[config.mk]
export PLATFORM = sky130hd
export DESIGN_NAME = line_interface_ctrl_status
export DESIGN_NICKNAME = d
export VERILOG_FILES = /design/src/shared/line_interface_pkg.sv /design/src/line_interface_ctrl_status.sv /design/src/sync_bank.sv
export VERILOG_INCLUDE_DIRS = /design/src /design/src/shared
export SDC_FILE = /design/constraint.sdc
export NUM_CORES = 1
export LEC_CHECK = 0
export BUFFER_PORTS_ARGS = -buffer_cell sky130_fd_sc_hd__buf_4
export CAP_MARGIN = 20
export CELL_PAD_IN_SITES_DETAIL_PLACEMENT = 1
export CELL_PAD_IN_SITES_GLOBAL_PLACEMENT = 1
export CORE_UTILIZATION = 38
export DETAILED_ROUTE_END_ITERATION = 8
export GPL_ROUTABILITY_DRIVEN = 0
export PLACE_DENSITY = 0.81
export SLEW_MARGIN = 30
export SYNTH_ARGS = -nofsm -noshare
export SYNTH_HDL_FRONTEND = slang
export SYNTH_SLANG_ARGS = --single-unit
[constraint.sdc]
create_clock -name ref_clk -period 2.3 [get_ports ref_clk]
set_clock_uncertainty 0.1 [all_clocks]
set_input_delay 0.23 -clock ref_clk [delete_from_list [all_inputs] [get_ports ref_clk]]
set_output_delay 0.23 -clock ref_clk [all_outputs]
set_load 0.01 [all_outputs]
[src/shared/line_interface_regs.svh]
// Purpose: offsets, field positions, reset values and timing counts of the line interface registers
// Assumes: 8-bit parallel register port, 25 MHz ref_clk
// Notes: times are kept in their own unit, cycle counts are derived from them
//
// Functional notes
// - Sync clock enables drive transmit clock, receive mode
// - Monitor field selects 0/20/26/32 dB boost
// - Receive edge select: 0 rising, 1 falling
// - Transmit edge select: 0 falling, 1 rising
// - Termination fields: off, 75, 100, 120 ohm
// - Invert bit inverts coded tip signals
// - Enable bit turns coded mark inversion on
// - Receive level field in 2.5 dB steps
// - Real-time open-circuit and current-limit flags
// - Bit-code detected flag follows detector
// - Pattern sync: 32 matches set, six errors/64 clear
// - Condition bits latch on both edges
// - Transmit clock lost after one idle channel time
// - Carrier loss raises its condition bit
// - Attenuator trip event, cleared on status read
// - Enabled channel signaling change sets event
// - Timer event at counter update interval
// - Low input level held 50 ms sets bit
// - Mask bit 1 permits, 0 blocks interrupt
// - Line mode bit: 0 T1, 1 E1
`ifndef LINE_INTERFACE_REGS_SVH
`define LINE_INTERFACE_REGS_SVH

// ----------------------------------------
// Register offsets and reset values
// ----------------------------------------
`define INFO_RT_OFF 8'h11
`define STATUS_ONE_OFF 8'h16
`define MASK_ONE_OFF 8'h17
`define CTL_TWO_OFF 8'h79
`define CTL_THREE_OFF 8'h7A
`define CTL_FOUR_OFF 8'h7B
`define REG_RESET 8'h00

// ----------------------------------------
// Field positions
// ----------------------------------------
`define CTL2_CLK_MUX_BIT 3
`define CTL2_MODE_BIT 7
`define CTL3_TX_SYNC_BIT 1
`define CTL3_RX_SYNC_BIT 2
`define CTL3_GAIN_LO_BIT 3
`define CTL3_GAIN_HI_BIT 4
`define CTL3_RX_EDGE_BIT 5
`define CTL3_TX_EDGE_BIT 6
`define CTL4_RX_TERM_LO_BIT 0
`define CTL4_RX_TERM_HI_BIT 1
`define CTL4_TX_TERM_LO_BIT 2
`define CTL4_TX_TERM_HI_BIT 3
`define CTL4_PRESCALE_LO_BIT 4
`define CTL4_PRESCALE_HI_BIT 5
`define CTL4_INVERT_BIT 6
`define CTL4_ENABLE_BIT 7
`define ST_TX_CLK_LOST_BIT 0
`define ST_OPEN_BIT 1
`define ST_CUR_LIMIT_BIT 2
`define ST_CARRIER_BIT 3
`define ST_ATTEN_BIT 4
`define ST_SIG_CHANGE_BIT 5
`define ST_TIMER_BIT 6
`define ST_LEVEL_LOW_BIT 7
`define CONDITION_MASK 8'h8F
`define SIG_CHANNELS 32

// ----------------------------------------
// Timing
// ----------------------------------------
`define CLK_MHZ 25
`define CHAN_TIME_T1_NS 5181
`define CHAN_TIME_E1_NS 3906
`define CHAN_T1_CYC ((`CHAN_TIME_T1_NS * `CLK_MHZ + 999) / 1000)
`define CHAN_E1_CYC ((`CHAN_TIME_E1_NS * `CLK_MHZ + 999) / 1000)
`define TIMER_LONG_US 1000000
`define TIMER_T1_US 42000
`define TIMER_E1_US 62500
`define LEVEL_LOW_US 50000
`define PATTERN_RUN 32
`define PATTERN_WINDOW 64
`define PATTERN_ERR_LIMIT 6

`endif

[src/shared/line_interface_pkg.sv]
// Purpose: types of the line interface control and status block
// Assumes: nothing beyond SystemVerilog packed types
// Notes: the block state outside the pin synchronisers is one packed struct
package line_interface_pkg;

  typedef enum logic [1:0]
  {
    SYNC_HUNT = 2'b01,
    SYNC_LOCK = 2'b10
  } pattern_sync_t;

  typedef struct packed
  {
    logic [7:0] ctl2;
    logic [7:0] ctl3;
    logic [7:0] ctl4;
    logic [7:0] mask;
    logic [7:0] status;
    logic [7:0] rd_data;
    logic [7:0] cond_prev;
    logic irq;
    logic tclk_prev;
    logic tx_clock_lost;
    logic input_level_low;
    logic atten_prev;
    logic tx_tip;
    logic rx_cmi;
    logic [7:0] tclk_cnt;
    logic [20:0] low_cnt;
    logic [24:0] timer_cnt;
    pattern_sync_t sync_state;
    logic [4:0] run_cnt;
    logic [5:0] win_cnt;
    logic [2:0] err_cnt;
  } line_state_t;

endpackage : line_interface_pkg

[src/line_interface_ctrl_status.sv]
// Purpose: line interface control, real-time info, latched status and mask registers
// Assumes: analog flags and line pins are asynchronous; pattern and signaling strobes are on ref_clk
// Notes: register reads answer one cycle after rd_en; status clears on read
`include "line_interface_regs.svh"

module line_interface_ctrl_status #(
  parameter int unsigned TIMER_LONG_CYC = `TIMER_LONG_US * `CLK_MHZ,
  parameter int unsigned TIMER_T1_CYC = `TIMER_T1_US * `CLK_MHZ,
  parameter int unsigned TIMER_E1_CYC = `TIMER_E1_US * `CLK_MHZ,
  parameter int unsigned LEVEL_LOW_CYC = `LEVEL_LOW_US * `CLK_MHZ
) (
  input wire logic ref_clk,
  input wire logic rst_b,
  input wire logic [7:0] addr,
  input wire logic wr_en,
  input wire logic [7:0] wr_data,
  input wire logic rd_en,
  output logic [7:0] rd_data,
  output logic int_req,
  input wire logic tx_line_clock_in,
  input wire logic tx_open_raw,
  input wire logic tx_current_limit_raw,
  input wire logic rx_carrier_lost_raw,
  input wire logic bitcode_raw,
  input wire logic [3:0] rx_level_raw,
  input wire logic attenuator_near_limit,
  input wire logic rx_line_tip,
  input wire logic [3:0] level_threshold,
  input wire logic counter_update_select,
  input wire logic [`SIG_CHANNELS-1:0] chan_sig_change,
  input wire logic [`SIG_CHANNELS-1:0] signaling_change_enables,
  input wire logic pattern_bit_stb,
  input wire logic pattern_bit_err,
  input wire logic tx_coded_data,
  output logic tx_line_tip,
  output logic rx_cmi_data,
  output logic tx_sync_clock_en,
  output logic rx_sync_mode_en,
  output logic monitor_gain_lo,
  output logic monitor_gain_hi,
  output logic rx_out_edge_sel,
  output logic tx_in_edge_sel,
  output logic rx_term_sel_lo,
  output logic rx_term_sel_hi,
  output logic tx_term_sel_lo,
  output logic tx_term_sel_hi,
  output logic master_prescale_lo,
  output logic master_prescale_hi,
  output logic attenuator_clock_mux,
  output logic mark_inversion_invert,
  output logic mark_inversion_enable,
  output logic line_mode_select
);

  // ----------------------------------------
  // Pin synchronisers
  // ----------------------------------------
  logic [10:0] raw_in;
  logic [10:0] syn;

  assign raw_in = {rx_line_tip, attenuator_near_limit, rx_level_raw, bitcode_raw,
                   rx_carrier_lost_raw, tx_current_limit_raw, tx_open_raw, tx_line_clock_in};

  sync_bank #(
    .W(11)
  ) u_sync (
    .ref_clk(ref_clk),
    .rst_b(rst_b),
    .async_in(raw_in),
    .sync_out(syn)
  );

  function automatic logic reg_hit(input logic [7:0] a, input logic [7:0] off);
    return a == off;
  endfunction : reg_hit

  // ----------------------------------------
  // State
  // ----------------------------------------
  line_interface_pkg::line_state_t st_ff;
  line_interface_pkg::line_state_t nxt_st;
  logic [7:0] cond;
  logic [7:0] set_bits;
  logic [7:0] clr_bits;
  logic [7:0] info;
  logic [7:0] chan_limit;
  logic [24:0] timer_period;
  logic level_below;
  logic timer_evt;
  logic e1_mode;

  always_comb
  begin
    nxt_st = st_ff;
    e1_mode = st_ff.ctl2[`CTL2_MODE_BIT];
    // Transmit clock watchdog, one channel time of silence
    nxt_st.tclk_prev = syn[0];
    chan_limit = e1_mode ? 8'(`CHAN_E1_CYC) : 8'(`CHAN_T1_CYC);
    if (syn[0] != st_ff.tclk_prev)
    begin
      nxt_st.tclk_cnt = 8'h00;
      nxt_st.tx_clock_lost = 1'b0;
    end
    else if (st_ff.tclk_cnt >= chan_limit - 8'h01)
    begin
      nxt_st.tx_clock_lost = 1'b1;
    end
    else
    begin
      nxt_st.tclk_cnt = st_ff.tclk_cnt + 8'h01;
    end
    // Higher level code means weaker signal
    level_below = syn[8:5] > level_threshold;
    if (!level_below)
    begin
      nxt_st.low_cnt = 21'h000000;
      nxt_st.input_level_low = 1'b0;
    end
    else if (st_ff.low_cnt >= 21'(LEVEL_LOW_CYC - 1))
    begin
      nxt_st.input_level_low = 1'b1;
    end
    else
    begin
      nxt_st.low_cnt = st_ff.low_cnt + 21'h000001;
    end
    // Interval timer; runs on ref_clk as a stand-in for the receive clock
    timer_period = !counter_update_select ? 25'(TIMER_LONG_CYC) :
                   (e1_mode ? 25'(TIMER_E1_CYC) : 25'(TIMER_T1_CYC));
    timer_evt = 1'b0;
    if (st_ff.timer_cnt >= timer_period - 25'h0000001)
    begin
      nxt_st.timer_cnt = 25'h0000000;
      timer_evt = 1'b1;
    end
    else
    begin
      nxt_st.timer_cnt = st_ff.timer_cnt + 25'h0000001;
    end
    // Pattern synchroniser
    if (pattern_bit_stb)
    begin
      case (st_ff.sync_state)
        line_interface_pkg::SYNC_HUNT:
        begin
          nxt_st.win_cnt = 6'h00;
          nxt_st.err_cnt = 3'h0;
          if (pattern_bit_err)
          begin
            nxt_st.run_cnt = 5'h00;
          end
          else if (st_ff.run_cnt == 5'(`PATTERN_RUN - 1))
          begin
            nxt_st.run_cnt = 5'h00;
            nxt_st.sync_state = line_interface_pkg::SYNC_LOCK;
          end
          else
          begin
            nxt_st.run_cnt = st_ff.run_cnt + 5'h01;
          end
        end
        line_interface_pkg::SYNC_LOCK:
        begin
          nxt_st.win_cnt = st_ff.win_cnt + 6'h01;
          if (pattern_bit_err && st_ff.err_cnt == 3'(`PATTERN_ERR_LIMIT - 1))
          begin
            nxt_st.sync_state = line_interface_pkg::SYNC_HUNT;
          end
          else if (st_ff.win_cnt == 6'(`PATTERN_WINDOW - 1))
          begin
            nxt_st.err_cnt = 3'h0;
          end
          else if (pattern_bit_err)
          begin
            nxt_st.err_cnt = st_ff.err_cnt + 3'h1;
          end
        end
        default:
        begin
          nxt_st.sync_state = line_interface_pkg::SYNC_HUNT;
        end
      endcase
    end
    // Real-time information view
    info = {st_ff.sync_state == line_interface_pkg::SYNC_LOCK, syn[4], syn[2], syn[1], syn[8:5]};
    // Conditions latch on any change; events on their own strobe
    cond = 8'h00;
    cond[`ST_TX_CLK_LOST_BIT] = st_ff.tx_clock_lost;
    cond[`ST_OPEN_BIT] = syn[1];
    cond[`ST_CUR_LIMIT_BIT] = syn[2];
    cond[`ST_CARRIER_BIT] = syn[3];
    cond[`ST_LEVEL_LOW_BIT] = st_ff.input_level_low;
    nxt_st.cond_prev = cond;
    nxt_st.atten_prev = syn[9];
    set_bits = (cond ^ st_ff.cond_prev) & `CONDITION_MASK;
    set_bits[`ST_ATTEN_BIT] = syn[9] & ~st_ff.atten_prev;
    set_bits[`ST_SIG_CHANGE_BIT] = |(chan_sig_change & signaling_change_enables);
    set_bits[`ST_TIMER_BIT] = timer_evt;
    clr_bits = (rd_en && reg_hit(addr, `STATUS_ONE_OFF)) ? 8'hFF : 8'h00;
    // New events win over a read in the same cycle
    nxt_st.status = (st_ff.status & ~clr_bits) | set_bits;
    nxt_st.irq = |(st_ff.status & st_ff.mask);
    // Register writes
    if (wr_en)
    begin
      if (reg_hit(addr, `CTL_TWO_OFF))
      begin
        nxt_st.ctl2 = wr_data;
      end
      if (reg_hit(addr, `CTL_THREE_OFF))
      begin
        nxt_st.ctl3 = wr_data;
      end
      if (reg_hit(addr, `CTL_FOUR_OFF))
      begin
        nxt_st.ctl4 = wr_data;
      end
      if (reg_hit(addr, `MASK_ONE_OFF))
      begin
        nxt_st.mask = wr_data;
      end
    end
    // Register reads, unmapped offsets read zero
    if (rd_en)
    begin
      case (addr)
        `INFO_RT_OFF: nxt_st.rd_data = info;
        `STATUS_ONE_OFF: nxt_st.rd_data = st_ff.status;
        `MASK_ONE_OFF: nxt_st.rd_data = st_ff.mask;
        `CTL_TWO_OFF: nxt_st.rd_data = st_ff.ctl2;
        `CTL_THREE_OFF: nxt_st.rd_data = st_ff.ctl3;
        `CTL_FOUR_OFF: nxt_st.rd_data = st_ff.ctl4;
        default: nxt_st.rd_data = 8'h00;
      endcase
    end
    // Coded line data polarity
    nxt_st.tx_tip = tx_coded_data ^ st_ff.ctl4[`CTL4_INVERT_BIT];
    nxt_st.rx_cmi = syn[10] ^ st_ff.ctl4[`CTL4_INVERT_BIT];
  end

  always_ff @(posedge ref_clk)
  begin
    if (!rst_b)
    begin
      st_ff <= '{sync_state: line_interface_pkg::SYNC_HUNT, default: '0};
    end
    else
    begin
      st_ff <= nxt_st;
    end
  end

  // ----------------------------------------
  // Outputs
  // ----------------------------------------
  assign rd_data = st_ff.rd_data;
  assign int_req = st_ff.irq;
  assign tx_line_tip = st_ff.tx_tip;
  assign rx_cmi_data = st_ff.rx_cmi;
  assign tx_sync_clock_en = st_ff.ctl3[`CTL3_TX_SYNC_BIT];
  assign rx_sync_mode_en = st_ff.ctl3[`CTL3_RX_SYNC_BIT];
  assign monitor_gain_lo = st_ff.ctl3[`CTL3_GAIN_LO_BIT];
  assign monitor_gain_hi = st_ff.ctl3[`CTL3_GAIN_HI_BIT];
  assign rx_out_edge_sel = st_ff.ctl3[`CTL3_RX_EDGE_BIT];
  assign tx_in_edge_sel = st_ff.ctl3[`CTL3_TX_EDGE_BIT];
  assign rx_term_sel_lo = st_ff.ctl4[`CTL4_RX_TERM_LO_BIT];
  assign rx_term_sel_hi = st_ff.ctl4[`CTL4_RX_TERM_HI_BIT];
  assign tx_term_sel_lo = st_ff.ctl4[`CTL4_TX_TERM_LO_BIT];
  assign tx_term_sel_hi = st_ff.ctl4[`CTL4_TX_TERM_HI_BIT];
  assign master_prescale_lo = st_ff.ctl4[`CTL4_PRESCALE_LO_BIT];
  assign master_prescale_hi = st_ff.ctl4[`CTL4_PRESCALE_HI_BIT];
  assign attenuator_clock_mux = st_ff.ctl2[`CTL2_CLK_MUX_BIT];
  assign mark_inversion_invert = st_ff.ctl4[`CTL4_INVERT_BIT];
  assign mark_inversion_enable = st_ff.ctl4[`CTL4_ENABLE_BIT];
  assign line_mode_select = st_ff.ctl2[`CTL2_MODE_BIT];

  // ----------------------------------------
  // Checks
  // ----------------------------------------
  property p_sync_en;
    @(posedge ref_clk) disable iff (!rst_b)
    (wr_en && addr == `CTL_THREE_OFF) |=> (tx_sync_clock_en == $past(wr_data[1]) && rx_sync_mode_en == $past(wr_data[2]));
  endproperty
  a_sync_en: assert property (p_sync_en) else $error("sync enables not taken from write");

  property p_gain;
    @(posedge ref_clk) disable iff (!rst_b)
    (wr_en && addr == `CTL_THREE_OFF) |=> ({monitor_gain_hi, monitor_gain_lo} == $past(wr_data[4:3]));
  endproperty
  a_gain: assert property (p_gain) else $error("gain field mismatch");

  property p_edges;
    @(posedge ref_clk) disable iff (!rst_b)
    (wr_en && addr == `CTL_THREE_OFF) |=> (rx_out_edge_sel == $past(wr_data[5]) && tx_in_edge_sel == $past(wr_data[6]));
  endproperty
  a_edges: assert property (p_edges) else $error("edge selects mismatch");

  property p_term;
    @(posedge ref_clk) disable iff (!rst_b)
    (wr_en && addr == `CTL_FOUR_OFF) |=> ({tx_term_sel_hi, tx_term_sel_lo, rx_term_sel_hi, rx_term_sel_lo} == $past(wr_data[3:0]));
  endproperty
  a_term: assert property (p_term) else $error("termination fields mismatch");

  property p_invert;
    @(posedge ref_clk) disable iff (!rst_b)
    ##1 (tx_line_tip == ($past(tx_coded_data) ^ $past(mark_inversion_invert)));
  endproperty
  a_invert: assert property (p_invert) else $error("tip inversion wrong");

  property p_double;
    @(posedge ref_clk) disable iff (!rst_b)
    ($changed(st_ff.cond_prev[`ST_OPEN_BIT]) && $past(rst_b)) |-> st_ff.status[`ST_OPEN_BIT];
  endproperty
  a_double: assert property (p_double) else $error("condition edge not latched");

  property p_tclk;
    @(posedge ref_clk) disable iff (!rst_b)
    $rose(st_ff.tx_clock_lost) |-> ($past(st_ff.tclk_cnt) == chan_limit - 8'h01);
  endproperty
  a_tclk: assert property (p_tclk) else $error("clock loss flagged at wrong count");

  property p_read_clear;
    @(posedge ref_clk) disable iff (!rst_b)
    (rd_en && addr == `STATUS_ONE_OFF && !set_bits[`ST_ATTEN_BIT]) |=> !st_ff.status[`ST_ATTEN_BIT];
  endproperty
  a_read_clear: assert property (p_read_clear) else $error("trip event survived read");

  property p_level_low;
    @(posedge ref_clk) disable iff (!rst_b)
    $rose(st_ff.input_level_low) |-> ($past(st_ff.low_cnt) == 21'(LEVEL_LOW_CYC - 1));
  endproperty
  a_level_low: assert property (p_level_low) else $error("low level set early");

  property p_irq;
    @(posedge ref_clk) disable iff (!rst_b)
    (|(st_ff.status & st_ff.mask)) |=> int_req;
  endproperty
  a_irq: assert property (p_irq) else $error("interrupt not raised");

  property p_irq_masked;
    @(posedge ref_clk) disable iff (!rst_b)
    ((st_ff.status & st_ff.mask) == 8'h00) |=> !int_req;
  endproperty
  a_irq_masked: assert property (p_irq_masked) else $error("masked interrupt raised");

endmodule : line_interface_ctrl_status

[src/sync_bank.sv]
// Purpose: two-flop synchroniser for a group of pin inputs
// Assumes: each bit is an independent level
// Notes: first stage feeds only the second stage
module sync_bank #(
  parameter int unsigned W = 11
) (
  input wire logic ref_clk,
  input wire logic rst_b,
  input wire logic [W-1:0] async_in,
  output logic [W-1:0] sync_out
);

  typedef struct packed
  {
    logic [W-1:0] stage1;
    logic [W-1:0] stage2;
  } sync_state_t;

  sync_state_t st_ff;
  sync_state_t nxt_st;

  always_comb
  begin
    nxt_st.stage1 = async_in;
    nxt_st.stage2 = st_ff.stage1;
  end

  always_ff @(posedge ref_clk)
  begin
    if (!rst_b)
    begin
      st_ff <= '0;
    end
    else
    begin
      st_ff <= nxt_st;
    end
  end

  assign sync_out = st_ff.stage2;

endmodule : sync_bank

==> metrics.md <==
| Metric | Value |
|---|---|
| Largest net degree at the start of global routing | `52` |
| Setup crit end kind | `flip-flop` |
| HP Class | `input port to flip-flop` |
| Starting Density | `39.3%` |
| Count of flip-flops with a built-in enable after synthesis | `0` |
| Worst Tran Pin Value | `0.627 ns` |
| YS warnings | `0` |
| CP Data Arrival Time | `2.61 ns` |
| Core area | `0.0189 mm²` |
| Finished Layout Cells | `1,267` |
| TritonCTS buffer count | `17` |
| M2 GR Usage | `40.1%` |
| Violated checks | `negative setup slack` |
| CP Launch Type | `flip-flop` |
| Post-Route WL | `23,900 µm` |
| Port Buf Inserts | `129` |
| Sequential-to-total area share from yosys stat | `41.0%` |
| Hold endpoint | `u_sync.sync_out[0]` |
| Rows | `50` |
| CTS tree | `done` |
| Fin crit share | `102%` |
| Global-route wire length before repair | `35,600 µm` |
| Max Root-Sink Buffers | `2` |
| Mean Syn Cell Area | `9.06 µm²` |
| Reg area | `0.00305 mm²` |
| Reg2reg setup slack | `-0.05 ns` |
| GRT met1 Usage | `27.1%` |
| Relative slew slack | `57.7%` |
| Via count | `6,936` |
| Final slew viol count | `0` |
| Most Used Layer, Global Route | `met2` |
| Reg clk slew, reported paths | `0.07 ns` |
| Worst r2r path cells | `10` |
| Multi-input logic area | `0.00441 mm²` |
| M3 GR Usage | `3.61%` |
| Antenna cells | `0` |
| Wire length per cell | `18.9 µm` |
| DR iter-0 viols | `329` |
| Critical path peak fanout | `6` |
| Synth Net Count | `963` |
| Sink Count | `152` |
| Tmin final | `2.35 ns` |
| Count of final hold-check violations | `0` |
| Cells after DPL | `1,201` |
| Remaining Overflow, GRT | `0` |
| Clk_lat worst skew | `0.44 ns` |
| Maximum vdd drop | `518 µV` |
| Htree depth | `4` |
| Synthesized area | `0.00742 mm²` |
| Min-delay src | `rst_b` |
| Peak Freq | `425 MHz` |
| Clock root buffer | `clkbuf_16` |
| Final #Nets | `1,138` |
| CP required | `2.55 ns` |
| Worst Hold Depth | `2` |
| DRT antenna net count | `0` |
| Post-DP HPWL | `15,000 µm` |
| PnR worst setup slack | `-0.0521 ns` |
| Worst r2r dst | `st_ff[22]` |
| #FFs+latches synth | `152` |
| Status | `finished with violations` |
| DRC | `0` |
| Yosys cell types | `64` |
| Vias/cell | `5.47` |
| Pre-antenna DRT Iters | `4` |
| Layout cell share with drive strength beyond 1 | `27.0%` |
| Vias in the first global route | `7,114` |
| Synth Instances | `819` |
| Cell Pwr Density | `604 mW/mm²` |
| Die height | `142 µm` |
| I/O pin cnt | `130` |
| Max Cap Viol | `0` |
| Critical path class | `flip-flop to flip-flop` |
| Leak | `4.23 nW` |
| GRT Total Usage | `22.3%` |
| Worst r2r src | `line_mode_select` |
| Die X | `142 µm` |
| Min Hold Slack | `0.0241 ns` |
| Final setup viols | `23` |
| Layout filler cell count | `2,192` |
| Main flop type after synthesis | `dfxtp_1` |
| Area Overhead vs Synth | `35.6%` |
| Asr flop ratio synth | `0%` |
| RSZ-0062 raised after global routing | `true` |
| Initial antenna violation count | `0` |
| DIE AREA | `0.0201 mm²` |
## cells in the mapped netlist (8+ instances only)
master | number | area share [%]
and4_1 | 8 | 0.94
nor2_1 | 71 | 3.6
and2_1 | 35 | 3.0
dfxtp_1 | 152 | 41
nor3_1 | 33 | 2.2
clkbuf_1 | 24 | 1.2
xor2_1 | 37 | 4.4
a31oi_1 | 11 | 0.93
o211ai_1 | 13 | 1.3
nand3_1 | 39 | 2.6
mux2i_1 | 30 | 4.0
buf_4 | 8 | 0.81
ha_1 | 41 | 6.9
or3_1 | 8 | 0.67
nand2_1 | 43 | 2.2
inv_1 | 28 | 1.4
o21ai_0 | 21 | 1.4
a21o_1 | 10 | 1.0
a22o_1 | 15 | 1.8
nand4_1 | 23 | 1.9
a22oi_1 | 24 | 2.4
xnor2_1 | 10 | 1.2
a21oi_1 | 47 | 3.2
## critical path, cell delays in order (launching register included)
cell and delay (ns):
dfxtp_4 0.38, inv_4 0.07, nand2_4 0.05, ha_4 0.23
ha_4 0.16, a211o_1 0.21, a31oi_1 0.21, o221ai_2 0.18
a41o_4 0.33, buf_8 0.16, nor3_2 0.18
## area by class of cell
| cell class | count | area share [%] |
|---|---|---|
| multi-input combinational | 601 | 43.9 |
| sequential | 152 | 30.3 |
| timing repair buffer | 193 | 15.6 |
| clock buffer | 17 | 4.23 |
| tap | 260 | 3.23 |
| clock inverter | 15 | 1.68 |
| inverter | 29 | 1.11 |
## cells in the final DEF (no fill, tap or decap), types with 24 or more instances in the layout
cell     Yosys  final
a21oi_1     47     44
a22oi_1     24     24
and2_1      35     34
buf_4        8    165
dfxtp_1    152    151
ha_1        41     38
inv_1       28     27
mux2i_1     30     30
nand2_1     43     40
nand3_1     39     38
nor2_1      71     71
xor2_1      37     36
## sequential cells by signal (all words and copies together) (netlist names), 2 cells and up
register / count
cond: 2
u_sync.sync_out: 11
st_ff: 101
rd_data: 8
u_sync.nxt_st: 11
## power by group
part / total [mW] / leakage [nW] / internal, mW / switching (mW)
registers: 2.72 / 1.23 / 2.68 / 0.0364
clock network: 2.85 / 0.282 / 1.62 / 1.23
logic: 0.503 / 2.71 / 0.262 / 0.241
total: 6.07 / 4.23 / 4.56 / 1.51
## metrics by stage
| stage | instance area, µm² | power (mW) | setup WS, ns | utilization (%) | TNS, ns |
|---|---|---|---|---|---|
| finish | 10100 | 6.07 | -0.0521 | 53.2 | -0.430 |
| global route | 10100 | 6.28 | -0.147 | 53.2 | -2.58 |
| CTS | 9630 | 6.07 | -0.00662 | 51.0 | -0.0189 |
| detailed placement | 8770 | 3.19 | -0.130 | 46.4 | -1.00 |
| global placement | 8770 | 3.18 | 0.0507 | 46.4 | 0 |
| floorplan | 7420 | 2.96 | 0.00246 | - | 0 |
## repair_timing
action	in CTS	in global routing
endpoints found under the setup margin	27	31
hold buffers	20	0
resized for setup	8	62
hold endpoints to repair	35	0
gates cloned	0	4
pin swaps	2	16
setup buffers	3	7
## cell families after synthesis
family / count (synthesis) / synth area share (%)
compound gates: 180 / 16.5
xor+xnor: 47 / 5.55
fa+ha+maj: 41 / 6.92
buf+inv: 66 / 3.88
flops: 152 / 41.0
mux: 37 / 5.11
other cells: 1 / 0.0506
simple gates: 295 / 21.0
## worst max-delay path by stage
stage | from | end | slack [ns] | cells past startpoint
global placement | line_mode_select | st_ff[21] | 0.05 | 10
detailed placement | line_mode_select | st_ff[19] | -0.13 | 9
floorplan | line_mode_select | st_ff[24] | 0.002 | 10
CTS | line_mode_select | st_ff[35] | -0.007 | 10
global route | line_mode_select | st_ff[37] | -0.15 | 10
finish | line_mode_select | st_ff[22] | -0.05 | 10
## per-layer routing
| metal | share of wire, % | vias to the layer above | routed length [µm] |
|---|---|---|---|
| met4 | 2.0 | 0 | 478 |
| met3 | 3.3 | 40 | 800 |
| met2 | 53 | 130 | 12600 |
| li1 | - | 3322 | - |
| met1 | 42 | 3444 | 10000 |
| met5 | 0 | - | 0 |
No activity file was read; power rests on OpenSTA's default activity.
